**config.mk**
```make
export PLATFORM = sky130hd
export DESIGN_NAME = e1_rx_status_regs
export DESIGN_NICKNAME = d
export VERILOG_FILES = /design/src/rtl/e1_rx_status_pkg.sv /design/src/rtl/e1_rx_status_regs.sv /design/src/rtl/carrier_loss_detect.sv
export SDC_FILE = /design/constraint.sdc
export NUM_CORES = 1
export LEC_CHECK = 0
export ABC_AREA = 1
export ABC_CLOCK_PERIOD_IN_PS = 2100
export BUFFER_PORTS_ARGS = -buffer_cell sky130_fd_sc_hd__buf_4
export CORE_MARGIN = 5
export CORE_UTILIZATION = 35
export CTS_CLUSTER_DIAMETER = 60
export DETAILED_ROUTE_END_ITERATION = 10
export GPL_TIMING_DRIVEN = 0
export SYNTH_ARGS = -nofsm -noshare
export SYNTH_HDL_FRONTEND = slang
export SYNTH_SLANG_ARGS = --single-unit
```
**constraint.sdc**
```tcl
create_clock -name ref_clk_in -period 2.1 [get_ports ref_clk_in]
set_clock_uncertainty 0.05 [all_clocks]
set_input_delay 0.42 -clock ref_clk_in [delete_from_list [all_inputs] [get_ports ref_clk_in]]
set_output_delay 0.42 -clock ref_clk_in [all_outputs]
set_load 0.05 [all_outputs]
```
**src/rtl/e1_rx_status_pkg.sv**
```systemverilog
package e1_rx_status_pkg;
    // register offsets on the parallel control port
    localparam logic [7:0] ADDR_ALARM_STATUS  = 8'h06;
    localparam logic [7:0] ADDR_INFO_STATUS   = 8'h08;
    localparam logic [7:0] ADDR_SEARCH_STATUS = 8'h1E;

    // reset values
    localparam logic [7:0] STATUS_RESET = 8'h00;
    localparam logic [5:0] COUNT_RESET  = 6'h00;

    // field positions in the alarm status register
    localparam int unsigned SR_SYNC_LOSS    = 0;
    localparam int unsigned SR_CARRIER_LOSS = 1;

    // field positions in the information register
    localparam int unsigned IR_TX_FULL  = 7;
    localparam int unsigned IR_TX_EMPTY = 6;
    localparam int unsigned IR_RX_FULL  = 4;
    localparam int unsigned IR_RX_EMPTY = 3;

    // carrier loss thresholds in bit times
    localparam logic [11:0] CL_ZEROS_SHORT = 12'd255;
    localparam logic [11:0] CL_ZEROS_LONG  = 12'd2048;
    localparam logic [7:0]  CL_WINDOW_BITS = 8'd255;
    localparam logic [5:0]  CL_ONES_CLEAR  = 6'd32;

    // timing: the crc multiframe search window
    localparam int unsigned CLK_PERIOD_NS     = 8;
    localparam int unsigned CRC_WINDOW_NS     = 8_000_000;
    localparam int unsigned CRC_WINDOW_CYCLES = CRC_WINDOW_NS / CLK_PERIOD_NS;
    localparam int unsigned HOST_GIVE_UP_MS   = 400;

    // port strobe decoder states
    typedef enum logic [1:0] {
        PORT_IDLE  = 2'b00,
        PORT_READ  = 2'b01,
        PORT_WRITE = 2'b10
    } port_state_t;
endpackage

```
**src/rtl/e1_rx_status_regs.sv**
```systemverilog
// What this block does
// - flag tx store empty on repeated frame
// - flag rx store full on deleted frame
// - six-bit counter, bits 5..2 shown high
// - counter bit 0 shown, bit 1 hidden
// - frame search active flag is live
// - cas multiframe search active flag is live
// - crc multiframe search active flag is live
// - count each expired 8 ms search window
// - clear counter on crc multiframe sync
// - clear counter while crc mode disabled
// - counter wraps after maximum
// - carrier loss after 255 or 2048 zeros
// - digital-data carrier loss reported separately
// - sync loss flag while not synchronised
// - status bits latch, clear on mask write
// - mask write selects bits to refresh
// - search status register is live, read-only
// - alarm change drives interrupt until its bit is mask-written
`timescale 1ns/1ns
`default_nettype none
module e1_rx_status_regs
    import e1_rx_status_pkg::*;
#(
    parameter int unsigned CRC_WIN_CYCLES = CRC_WINDOW_CYCLES
)(
    input  wire logic       ref_clk_in,
    input  wire logic       sys_rst_in,
    // parallel control port pins
    input  wire logic       cs_n_in,
    input  wire logic       rd_n_in,
    input  wire logic       wr_n_in,
    input  wire logic [7:0] addr_in,
    input  wire logic [7:0] data_in,
    output logic      [7:0] data_out,
    output logic            data_oe_out,
    // line pins
    input  wire logic       line_in_positive,
    input  wire logic       line_in_negative,
    input  wire logic       rx_digital_pos_in,
    input  wire logic       rx_digital_neg_in,
    input  wire logic       rx_bit_en_in,
    // framer and elastic store events (one-cycle pulses)
    input  wire logic       tx_frame_deleted_in,
    input  wire logic       tx_frame_repeated_in,
    input  wire logic       jitter_atten_limit_trip_in,
    input  wire logic       rx_frame_deleted_in,
    input  wire logic       rx_frame_repeated_in,
    input  wire logic       crc_resync_criteria_in,
    input  wire logic       frame_align_resync_criteria_in,
    input  wire logic       mf_align_resync_criteria_in,
    input  wire logic       rx_sig_all_ones_in,
    input  wire logic       rx_distant_mf_alarm_in,
    input  wire logic       rx_sig_all_zeros_in,
    input  wire logic       rx_elastic_slip_in,
    // framer alarm and search levels
    input  wire logic       rx_unframed_ones_in,
    input  wire logic       rx_remote_alarm_in,
    input  wire logic       rx_sync_loss_in,
    input  wire logic       frame_search_active_in,
    input  wire logic       mf_search_active_in,
    input  wire logic       crc_mf_search_active_in,
    input  wire logic       crc_mf_sync_achieved_in,
    // control bits
    input  wire logic       crc_mode_enable_in,
    input  wire logic       carrier_loss_long_select_in,
    // outputs
    output logic            int_n_out,
    output logic            digital_carrier_loss_out
);
    // masked refresh of a read view, shared by both latched registers
    function automatic logic [7:0] refresh(input logic [7:0] view, input logic [7:0] live,
                                           input logic [7:0] mask);
        refresh = (live & mask) | (view & ~mask);
    endfunction
    logic [18:0] port_s1_r;          // first sync stage, read only by stage two
    logic [18:0] port_s2_r;          // second sync stage
    logic        wr_n_d_r;           // delayed write strobe for edge detect
    logic [3:0]  line_s1_r;          // line pin first stage
    logic [3:0]  line_s2_r;          // line pin second stage
    port_state_t port_state_r;
    logic [7:0]  sr1_latch_r;        // sticky alarm status
    logic [7:0]  rir_latch_r;        // sticky information status
    logic [7:0]  sr1_view_r;         // what the host reads
    logic [7:0]  rir_view_r;
    logic [7:0]  ssr_r;              // live search status
    logic [5:0]  sync_cnt_r;         // crc sync search counter
    logic [19:0] win_timer_r;        // 8 ms window timer
    logic [3:0]  alarm_prev_r;       // alarms last cycle
    logic [3:0]  int_pend_r;         // alarm changes not yet cleared by a mask write
    logic        analog_loss;
    logic        wr_pulse;
    logic        sel_sr1;
    logic        sel_rir;
    logic [7:0]  wr_data;
    logic [7:0]  sr1_set;
    logic [7:0]  rir_set;
    logic [3:0]  alarm_now;
    logic        win_expire;

    // every port pin crosses through two flops before use
    always_ff @(posedge ref_clk_in) begin
        if (sys_rst_in) begin
            port_s1_r <= {3'b111, 16'h0000};
            port_s2_r <= {3'b111, 16'h0000};
            line_s1_r <= '0;
            line_s2_r <= '0;
        end else begin
            port_s1_r <= {cs_n_in, rd_n_in, wr_n_in, addr_in, data_in};
            port_s2_r <= port_s1_r;
            line_s1_r <= {line_in_positive, line_in_negative, rx_digital_pos_in, rx_digital_neg_in};
            line_s2_r <= line_s1_r;
        end
    end

    // strobe edges are taken from the second stage only
    always_ff @(posedge ref_clk_in) begin
        if (sys_rst_in) begin
            wr_n_d_r <= 1'b1;
        end else begin
            wr_n_d_r <= port_s2_r[16];
        end
    end
    assign wr_pulse = wr_n_d_r && !port_s2_r[16] && !port_s2_r[18];
    assign wr_data  = port_s2_r[7:0];
    assign sel_sr1  = port_s2_r[15:8] == ADDR_ALARM_STATUS;
    assign sel_rir  = port_s2_r[15:8] == ADDR_INFO_STATUS;
    // port state follows the synchronised strobes
    always_ff @(posedge ref_clk_in) begin
        if (sys_rst_in) begin
            port_state_r <= PORT_IDLE;
        end else begin
            case (port_state_r)
                PORT_IDLE: begin
                    if (!port_s2_r[18] && !port_s2_r[17]) begin
                        port_state_r <= PORT_READ;
                    end else if (wr_pulse) begin
                        port_state_r <= PORT_WRITE;
                    end
                end
                PORT_READ: begin
                    if (port_s2_r[18] || port_s2_r[17]) begin
                        port_state_r <= PORT_IDLE;
                    end
                end
                PORT_WRITE: begin
                    if (port_s2_r[16]) begin
                        port_state_r <= PORT_IDLE;
                    end
                end
                default: port_state_r <= PORT_IDLE;
            endcase
        end
    end

    // read data: unmapped offsets read as zero; ssr needs no mask write
    always_ff @(posedge ref_clk_in) begin
        if (sys_rst_in) begin
            data_out    <= STATUS_RESET;
            data_oe_out <= 1'b0;
        end else begin
            data_oe_out <= port_state_r == PORT_READ;
            case (port_s2_r[15:8])
                ADDR_ALARM_STATUS:  data_out <= sr1_view_r;
                ADDR_INFO_STATUS:   data_out <= rir_view_r;
                ADDR_SEARCH_STATUS: data_out <= ssr_r;
                default:            data_out <= STATUS_RESET;
            endcase
        end
    end

    // carrier loss on the line pins and, separately, on recovered data
    carrier_loss_detect u_analog_loss (
        .ref_clk_in     (ref_clk_in),
        .sys_rst_in     (sys_rst_in),
        .bit_en_in      (rx_bit_en_in),
        .bit_zero_in    (!line_s2_r[3] && !line_s2_r[2]),
        .long_select_in (carrier_loss_long_select_in),
        .loss_out       (analog_loss)
    );
    carrier_loss_detect u_digital_loss (
        .ref_clk_in     (ref_clk_in),
        .sys_rst_in     (sys_rst_in),
        .bit_en_in      (rx_bit_en_in),
        .bit_zero_in    (!line_s2_r[1] && !line_s2_r[0]),
        .long_select_in (carrier_loss_long_select_in),
        .loss_out       (digital_carrier_loss_out)
    );
    assign alarm_now = {rx_unframed_ones_in, rx_remote_alarm_in, analog_loss, rx_sync_loss_in};
    assign sr1_set   = {rx_sig_all_ones_in, rx_distant_mf_alarm_in, rx_sig_all_zeros_in,
                        rx_elastic_slip_in, alarm_now};
    assign rir_set   = {tx_frame_deleted_in, tx_frame_repeated_in, jitter_atten_limit_trip_in,
                        rx_frame_deleted_in, rx_frame_repeated_in, crc_resync_criteria_in,
                        frame_align_resync_criteria_in, mf_align_resync_criteria_in};

    // sticky bits: a set in the clearing cycle wins; a persisting alarm re-sets
    always_ff @(posedge ref_clk_in) begin
        if (sys_rst_in) begin
            sr1_latch_r <= STATUS_RESET;
            rir_latch_r <= STATUS_RESET;
        end else begin
            sr1_latch_r <= sr1_set | (sr1_latch_r & ~((wr_pulse && sel_sr1) ? wr_data : 8'h00));
            rir_latch_r <= rir_set | (rir_latch_r & ~((wr_pulse && sel_rir) ? wr_data : 8'h00));
        end
    end

    // mask write refreshes only the selected bits of the read view
    always_ff @(posedge ref_clk_in) begin
        if (sys_rst_in) begin
            sr1_view_r <= STATUS_RESET;
            rir_view_r <= STATUS_RESET;
        end else if (wr_pulse) begin
            if (sel_sr1) begin
                sr1_view_r <= refresh(sr1_view_r, sr1_latch_r, wr_data);
            end
            if (sel_rir) begin
                rir_view_r <= refresh(rir_view_r, rir_latch_r, wr_data);
            end
        end
    end

    // 8 ms window timer runs only while the crc search is live
    assign win_expire = win_timer_r == 20'(CRC_WIN_CYCLES - 1);
    always_ff @(posedge ref_clk_in) begin
        if (sys_rst_in || !crc_mf_search_active_in || !crc_mode_enable_in || win_expire) begin
            win_timer_r <= '0;
        end else begin
            win_timer_r <= win_timer_r + 20'd1;
        end
    end

    // search counter; plain 6-bit add wraps to zero by itself
    always_ff @(posedge ref_clk_in) begin
        if (sys_rst_in || !crc_mode_enable_in) begin
            sync_cnt_r <= COUNT_RESET;
        end else if (crc_mf_sync_achieved_in) begin
            sync_cnt_r <= COUNT_RESET;
        end else if (win_expire) begin
            sync_cnt_r <= sync_cnt_r + 6'd1;
        end
    end

    // live synchroniser status; counter bit 1 is deliberately not shown
    always_ff @(posedge ref_clk_in) begin
        if (sys_rst_in) begin
            ssr_r <= STATUS_RESET;
        end else begin
            ssr_r <= {sync_cnt_r[5:2], sync_cnt_r[0], frame_search_active_in,
                      mf_search_active_in, crc_mf_search_active_in};
        end
    end

    // alarm change in either direction holds the interrupt until its bit is mask-written to the alarm status register
    always_ff @(posedge ref_clk_in) begin
        if (sys_rst_in) begin
            alarm_prev_r <= '0;
            int_pend_r   <= '0;
            int_n_out    <= 1'b1;
        end else begin
            alarm_prev_r <= alarm_now;
            int_pend_r   <= (alarm_now ^ alarm_prev_r) |
                            (int_pend_r & ~((wr_pulse && sel_sr1) ? wr_data[3:0] : 4'h0));
            int_n_out    <= ~|int_pend_r;
        end
    end
endmodule
`default_nettype wire

```
**src/rtl/carrier_loss_detect.sv**
```systemverilog
`timescale 1ns/1ns
`default_nettype none
module carrier_loss_detect
    import e1_rx_status_pkg::*;
(
    input  wire logic ref_clk_in,
    input  wire logic sys_rst_in,
    input  wire logic bit_en_in,        // one bit time
    input  wire logic bit_zero_in,      // both rails quiet this bit
    input  wire logic long_select_in,   // 2048 zero threshold
    output logic      loss_out
);
    logic [11:0] zero_run_r;   // consecutive zeros, saturating
    logic [7:0]  win_cnt_r;    // bit times within clear window
    logic [5:0]  ones_cnt_r;   // ones seen within clear window
    logic [11:0] thresh;

    assign thresh = long_select_in ? CL_ZEROS_LONG : CL_ZEROS_SHORT;

    // zero run counter; saturates so long outages do not wrap back
    always_ff @(posedge ref_clk_in) begin
        if (sys_rst_in) begin
            zero_run_r <= '0;
        end else if (bit_en_in) begin
            if (!bit_zero_in) begin
                zero_run_r <= '0;
            end else if (zero_run_r != 12'hFFF) begin
                zero_run_r <= zero_run_r + 12'd1;
            end
        end
    end

    // clear window: 32 ones inside 255 bit times ends the loss
    always_ff @(posedge ref_clk_in) begin
        if (sys_rst_in || !loss_out) begin
            win_cnt_r  <= '0;
            ones_cnt_r <= '0;
        end else if (bit_en_in) begin
            if (win_cnt_r == CL_WINDOW_BITS - 8'd1) begin
                win_cnt_r  <= '0;
                ones_cnt_r <= '0;
            end else begin
                win_cnt_r  <= win_cnt_r + 8'd1;
                ones_cnt_r <= ones_cnt_r + {5'd0, !bit_zero_in};
            end
        end
    end

    // loss flag
    always_ff @(posedge ref_clk_in) begin
        if (sys_rst_in) begin
            loss_out <= 1'b0;
        end else if (!loss_out && zero_run_r >= thresh) begin
            loss_out <= 1'b1;
        end else if (loss_out && ones_cnt_r >= CL_ONES_CLEAR) begin
            loss_out <= 1'b0;
        end
    end
endmodule
`default_nettype wire

```
# Yosys cells after proc, flatten, opt, wreduce, memory -nomap -nowiden
# Cells that the tools add are included.
# word_totals
ff_bits,187
input_bits,47
output_inout_bits,11
word_cells,134
# op_classes
n_addsub,8
n_lt_le_gt_ge,4
n_eq_ne,15
muxes,22
bitwise,17
n_reduce_logical,42
# op_table
operator,count
12-bit two-way mux,5
8-bit bitwise AND,6
8-bit two-way mux,4
8-bit bitwise OR,4
12-bit by 1-bit adder with 12-bit output (second input constant),2
12-bit greater-or-equal comparator,2
12-bit inequality test (second input constant),2
8-bit inverter,3
8-bit case mux with 3 select lines,1
20-bit by 1-bit adder with 20-bit output (second input constant),1
20-bit equality test (second input constant),1
8-bit by 1-bit adder with 8-bit output (second input constant),2
8-bit equality test (second input constant),2
1-bit zero test,14
6-bit by 1-bit adder with 6-bit output,2
6-bit greater-or-equal comparator (second input constant),2
6-bit two-way mux,2
1-bit logical AND,11
8-bit by 3-bit equality test with 1-bit output (second input constant),1
8-bit by 4-bit equality test with 1-bit output (second input constant),1
8-bit by 5-bit equality test with 1-bit output (second input constant),1
2-bit two-way mux,4
2-bit inequality test (second input constant),4
2-bit AND reduction,4
17 further kinds,27

# Depth between registers and ports, before layout
# depth
depth_word,8
mapped_depth,12

# Cells and area by module
# From an unflattened synthesis, not the netlist that was laid out.
# hier_totals
hier_cells,1090
hier_area_um2,8159.1
# modules_own_cells
module,n_inst,cells_each,area_each_um2
e1_rx_status_regs,1,636,4963.5
carrier_loss_detect at u_analog_loss,1,228,1616.6
carrier_loss_detect at u_digital_loss,1,226,1579.0

# Worst setup path before layout
# Ideal clock, no wire load.
# synth_timing
path_type,register to register
start,reg line_s2_r[0]
end,reg u_digital_loss.ones_cnt_r[4]
t_arrival_ns,1.359
t_required_ns,1.936
slack_ns,0.576
path_stages_with_launch,9
n_path_buf,0
period_less_slack_ns,1.524
path_cell_list,dfxtp_1 > nor2_1 > inv_1 > ha_1 > ha_1 > and3_1 > nand2_1 > xor2_1 > nor2_1
# synth_between
elab_chain_len,5
# synth_rtl
element,line,source
from (decl),e1_rx_status_regs.sv:80,logic [3:0] line_s2_r;
from (signal assigned),e1_rx_status_regs.sv:112,line_s2_r <= line_s1_r;
1-bit zero test,e1_rx_status_regs.sv:185,".bit_zero_in (!line_s2_r[1] && !line_s2_r[0]),"
1-bit logical AND,e1_rx_status_regs.sv:185,
1-bit zero test,--,
6-bit by 1-bit adder with 6-bit output,carrier_loss_detect.sv:44,"ones_cnt_r <= ones_cnt_r + {5'd0, !bit_zero_in};"
6-bit two-way mux,carrier_loss_detect.sv:39,if (win_cnt_r == CL_WINDOW_BITS - 8'd1) begin
to (signal assigned),carrier_loss_detect.sv:44,
to (decl),carrier_loss_detect.sv:15,logic [5:0] ones_cnt_r;
# No other way between the ends.
# A chain may end at the register's enable or synchronous reset.

# Worst setup path after layout
# Ends and elaborated chain as after synthesis.

==> impl_results.rst <==
.. list-table::
   :header-rows: 1

   * - Metric
     - Value
   * - Core outline area
     - 0.0228 mm2
   * - Final worst-path cycle share
     - a little under nine tenths
   * - Die Width
     - between 150 and 200 um
   * - Number of violations of the max-capacitance limit
     - 0
   * - Setup repair bufs after CTS
     - 0
   * - Final-layout fill cell count
     - 2,305
   * - Headroom to the max-slew limit
     - between 50% and 60%
   * - Post-synthesis instance area
     - ~0.008 mm2
   * - Site Rows
     - between 50 and 60
   * - Ant. Diodes
     - 0
   * - Number of global-route vias before repair
     - 6,086
   * - Most used standard cells in the synthesized netlist
     - nand2_1, dfxtp_1, nor2_1
   * - Critical path data required time
     - between 2 and 2.5 ns
   * - Total global-route track usage
     - roughly 14%
   * - Routed via count
     - about 6,600
   * - Transition time at the pin with the least slew margin
     - 0.714 ns
   * - Pre-CTS setup slack
     - around 0.16 ns
   * - Depth of the worst register-to-register path
     - 8
   * - Max Clock Freq
     - between 0.5 and 0.6 GHz
   * - Post-Syn Nets
     - 1,137
   * - CTS H-tree lvls
     - 4
   * - Share of synthesized area occupied by flip-flops and latches
     - a little under half
   * - Post-synth ARST share
     - 0%
   * - Setup violation total in the final timing report
     - 0
   * - Portion of synthesized cell area occupied by the leading cell type
     - between 40% and 50%
   * - Category of the worst setup path launch point
     - register
   * - Post-synthesis cell type count
     - 41
   * - Most Used Layer, Global Route
     - met2
   * - Total non-filler cell area in the finished layout
     - 0.00955 mm2
   * - Worst min-delay path category
     - in -> reg
   * - Post-DR wirelength/cell
     - approximately 12 um
   * - Hold depth
     - 2
   * - Layout Area Growth over Synthesis
     - 17.6%
   * - Buffers on Ports
     - between 50 and 60
   * - Crit-path max FO
     - 4
   * - Number of failing hold endpoints at the final stage
     - 0
   * - Count of nets left with antenna violations after detail routing
     - 0
   * - Detailed placement HPWL
     - around 13 mm
   * - Met2 usage in global routing
     - between 20% and 30%
   * - Max-slew violation count
     - 0
   * - Startpoint of the most critical register-to-register path
     - line_s2_r[0]
   * - Worst IR drop on VDD
     - 0.530 mV
   * - Hold path endpoint
     - port_s1_r[17]
   * - Final net count
     - between 1,000 and 1,500
   * - Total wire length
     - 17.6 mm
   * - Worst Hold Launch
     - rd_n_in
   * - Worst setup EP type
     - register
   * - Number of enable flip-flop cells after synthesis
     - 0
   * - Leakage component of the power
     - about 0.0040 uW
   * - Capturing point of the worst reg2reg path
     - u_digital_loss.ones_cnt_r[4]
   * - Post-synthesis sequential element count
     - 187
   * - RSZ-0062 raised after global routing
     - no
   * - Final worst path period need
     - about 1.8 ns
   * - Die area
     - 0.0264 mm2
   * - Clk Latency, worst-skew pair
     - about 0.44 ns
   * - TritonCTS Buffers
     - 17
   * - Fraction of final layout cells sized beyond drive strength 1
     - 14.8%
   * - Pin count of the biggest net entering global routing
     - 20
   * - Arrival time worst endpoint
     - between 2 and 2.5 ns
   * - Instance area after placement
     - approximately 0.0089 mm2
   * - Die Span Y
     - 162 um
   * - TritonCTS clock tree
     - yes
   * - Critical setup path kind
     - reg -> reg
   * - Top cells by area, synth
     - dfxtp_1, nand2_1, nor2_1
   * - Final std cells w/o fill
     - around 1,500
   * - Final critical-path setup slack
     - 0.309 ns
   * - Total placed cells including tap cells
     - between 1,000 and 1,500
   * - GRT overflow
     - 0
   * - Hold buffer count at cts
     - 0
   * - I/O Pins
     - 58
   * - Met3 global-route usage
     - about 2.9%
   * - Power density of the placed cells
     - around 760 mW/mm2
   * - Final TNS setup
     - 0 ns
   * - Clock Path Buffers
     - 2
   * - Count of TritonRoute iterations in the first routing pass
     - 4
   * - Cell chosen for the clock root
     - clkbuf_16
   * - Post-cts resize count
     - 0
   * - Status
     - finished, final reports clean
   * - Cell taking the most area after synthesis
     - dfxtp_1
   * - Number of warnings issued by yosys
     - 0
   * - Effective utilization at floorplan
     - between 30 and 40%
   * - Number of antenna violations at the first check in global routing
     - 0
   * - Most repeated cell in the gate-level netlist after synthesis
     - nand2_1
   * - Global placer's final weighted congestion
     - approximately 0.83
   * - Register clock-pin slew on the reported worst setup and hold paths
     - ~0.080 ns
   * - Wire length of the first global-routing pass
     - between 20 and 30 mm
   * - DRC violations left
     - 0
   * - Per-cell via count in the routed design
     - roughly 4.5
   * - Top_reg_cell synth
     - dfxtp_1
   * - Number of instances in the synthesized netlist
     - around 1,100
   * - Met1 Usage GRT
     - a little under 20%
   * - FF-to-FF setup slack
     - between 0.3 and 0.4 ns
   * - Starting DRC count in detailed routing
     - 282
   * - Power after layout
     - 7300 uW
   * - Avg Synthesized Cell Area
     - ~7.7 um2
   * - Clock net sink count
     - between 150 and 200
==> cells by family after synthesis <==
| family | Yosys count | synth area share (%) |
|---|---|---|
| AND/OR/NAND/NOR | 532 | 29.9 |
| flip-flops | 187 | 46.1 |
| buffers and inverters | 174 | 8.55 |
| AO/OA/AOI/OAI | 106 | 7.49 |
| XOR/XNOR | 31 | 3.34 |
| adder cells (fa/ha/maj) | 30 | 4.62 |
==> layout by cell type, fill, tap and decap left out, types with 21 or more instances in the layout <==
cell type,n
nor2_1,151
nand3_1,67
a21oi_1,71
nand2_1,224
inv_1,142
xor2_1,21
buf_4,61
dfxtp_1,187
ha_1,30
==> through the flow <==
stage	utilization, %	hold slack, ns
3_5_place_dp	39.3	0.342
5_1_grt	41.9	0.0836
4_1_cts	41.9	0.0908
6_report	41.9	0.107
2_1_floorplan	-	0.338
3_3_place_gp	39.3	0.339
==> layer usage <==
layer,up-vias,share of wire (%),wire [um]
met4,0,1.2,215
met2,86,45,8030
li1,3482,-,-
met5,-,0,0
met3,16,3.7,649
met1,3030,50,8750
==> sequential cells by signal (all words and copies together) (netlist names), 4 cells and up, named ones only <==
name	cells
line_s2_r	4
u_analog_loss.win_cnt_r	8
u_analog_loss.zero_run_r	12
u_analog_loss.ones_cnt_r	6
u_digital_loss.win_cnt_r	8
line_s1_r	4
win_timer_r	20
u_digital_loss.ones_cnt_r	6
sync_cnt_r	6
alarm_prev_r	4
int_pend_r	4
port_s2_r	19
rir_latch_r	8
data_out	8
ssr_r	8
port_s1_r	19
sr1_latch_r	8
u_digital_loss.zero_run_r	12
==> layout make-up <==
class / count / area (um2) / area share, %
Inverter: 152 / 571 / 5.97
Buffer: 22 / 124 / 1.30
Clock inverter: 14 / 181 / 1.90
Tap cell: 313 / 392 / 4.10
Multi-Input combinational cell: 699 / 3680 / 38.6
Timing Repair Buffer: 57 / 428 / 4.48
Clock buffer: 18 / 429 / 4.49
Sequential cell: 187 / 3740 / 39.2
==> worst max-delay path by stage <==
| stage | start | endpoint | slack, ns | depth (start not counted) |
|---|---|---|---|---|
| finish | line_s2_r[0] | u_digital_loss.ones_cnt_r[4] | 0.31 | 8 |
| CTS | line_s2_r[0] | u_digital_loss.ones_cnt_r[4] | 0.29 | 8 |
| floorplan | line_s2_r[0] | u_digital_loss.ones_cnt_r[4] | 0.58 | 8 |
| global placement | carrier_loss_long_select_in | u_digital_loss.loss_out | 0.18 | 9 |
| global route | line_s2_r[0] | u_digital_loss.ones_cnt_r[4] | 0.10 | 8 |
| detailed placement | carrier_loss_long_select_in | u_digital_loss.loss_out | 0.16 | 9 |
==> where the power goes <==
group	internal [uW]	leakage (uW)	switching, uW	total, uW
clock	1710	0.000296	1550	3270
sequential	3630	0.00153	44.9	3670
combinational	147	0.00222	220	368
total	5490	0.00404	1820	7300
==> worst max-delay path: stages (launching register included) <==
cell and delay, ns:
dfxtp_1 0.30, nor2_1 0.27, inv_1 0.17, ha_1 0.24, ha_1 0.19, and3_1 0.20, nand2_1 0.07, xor2_1 0.16
nor2_1 0.05
(Power assumes the default switching activity.)
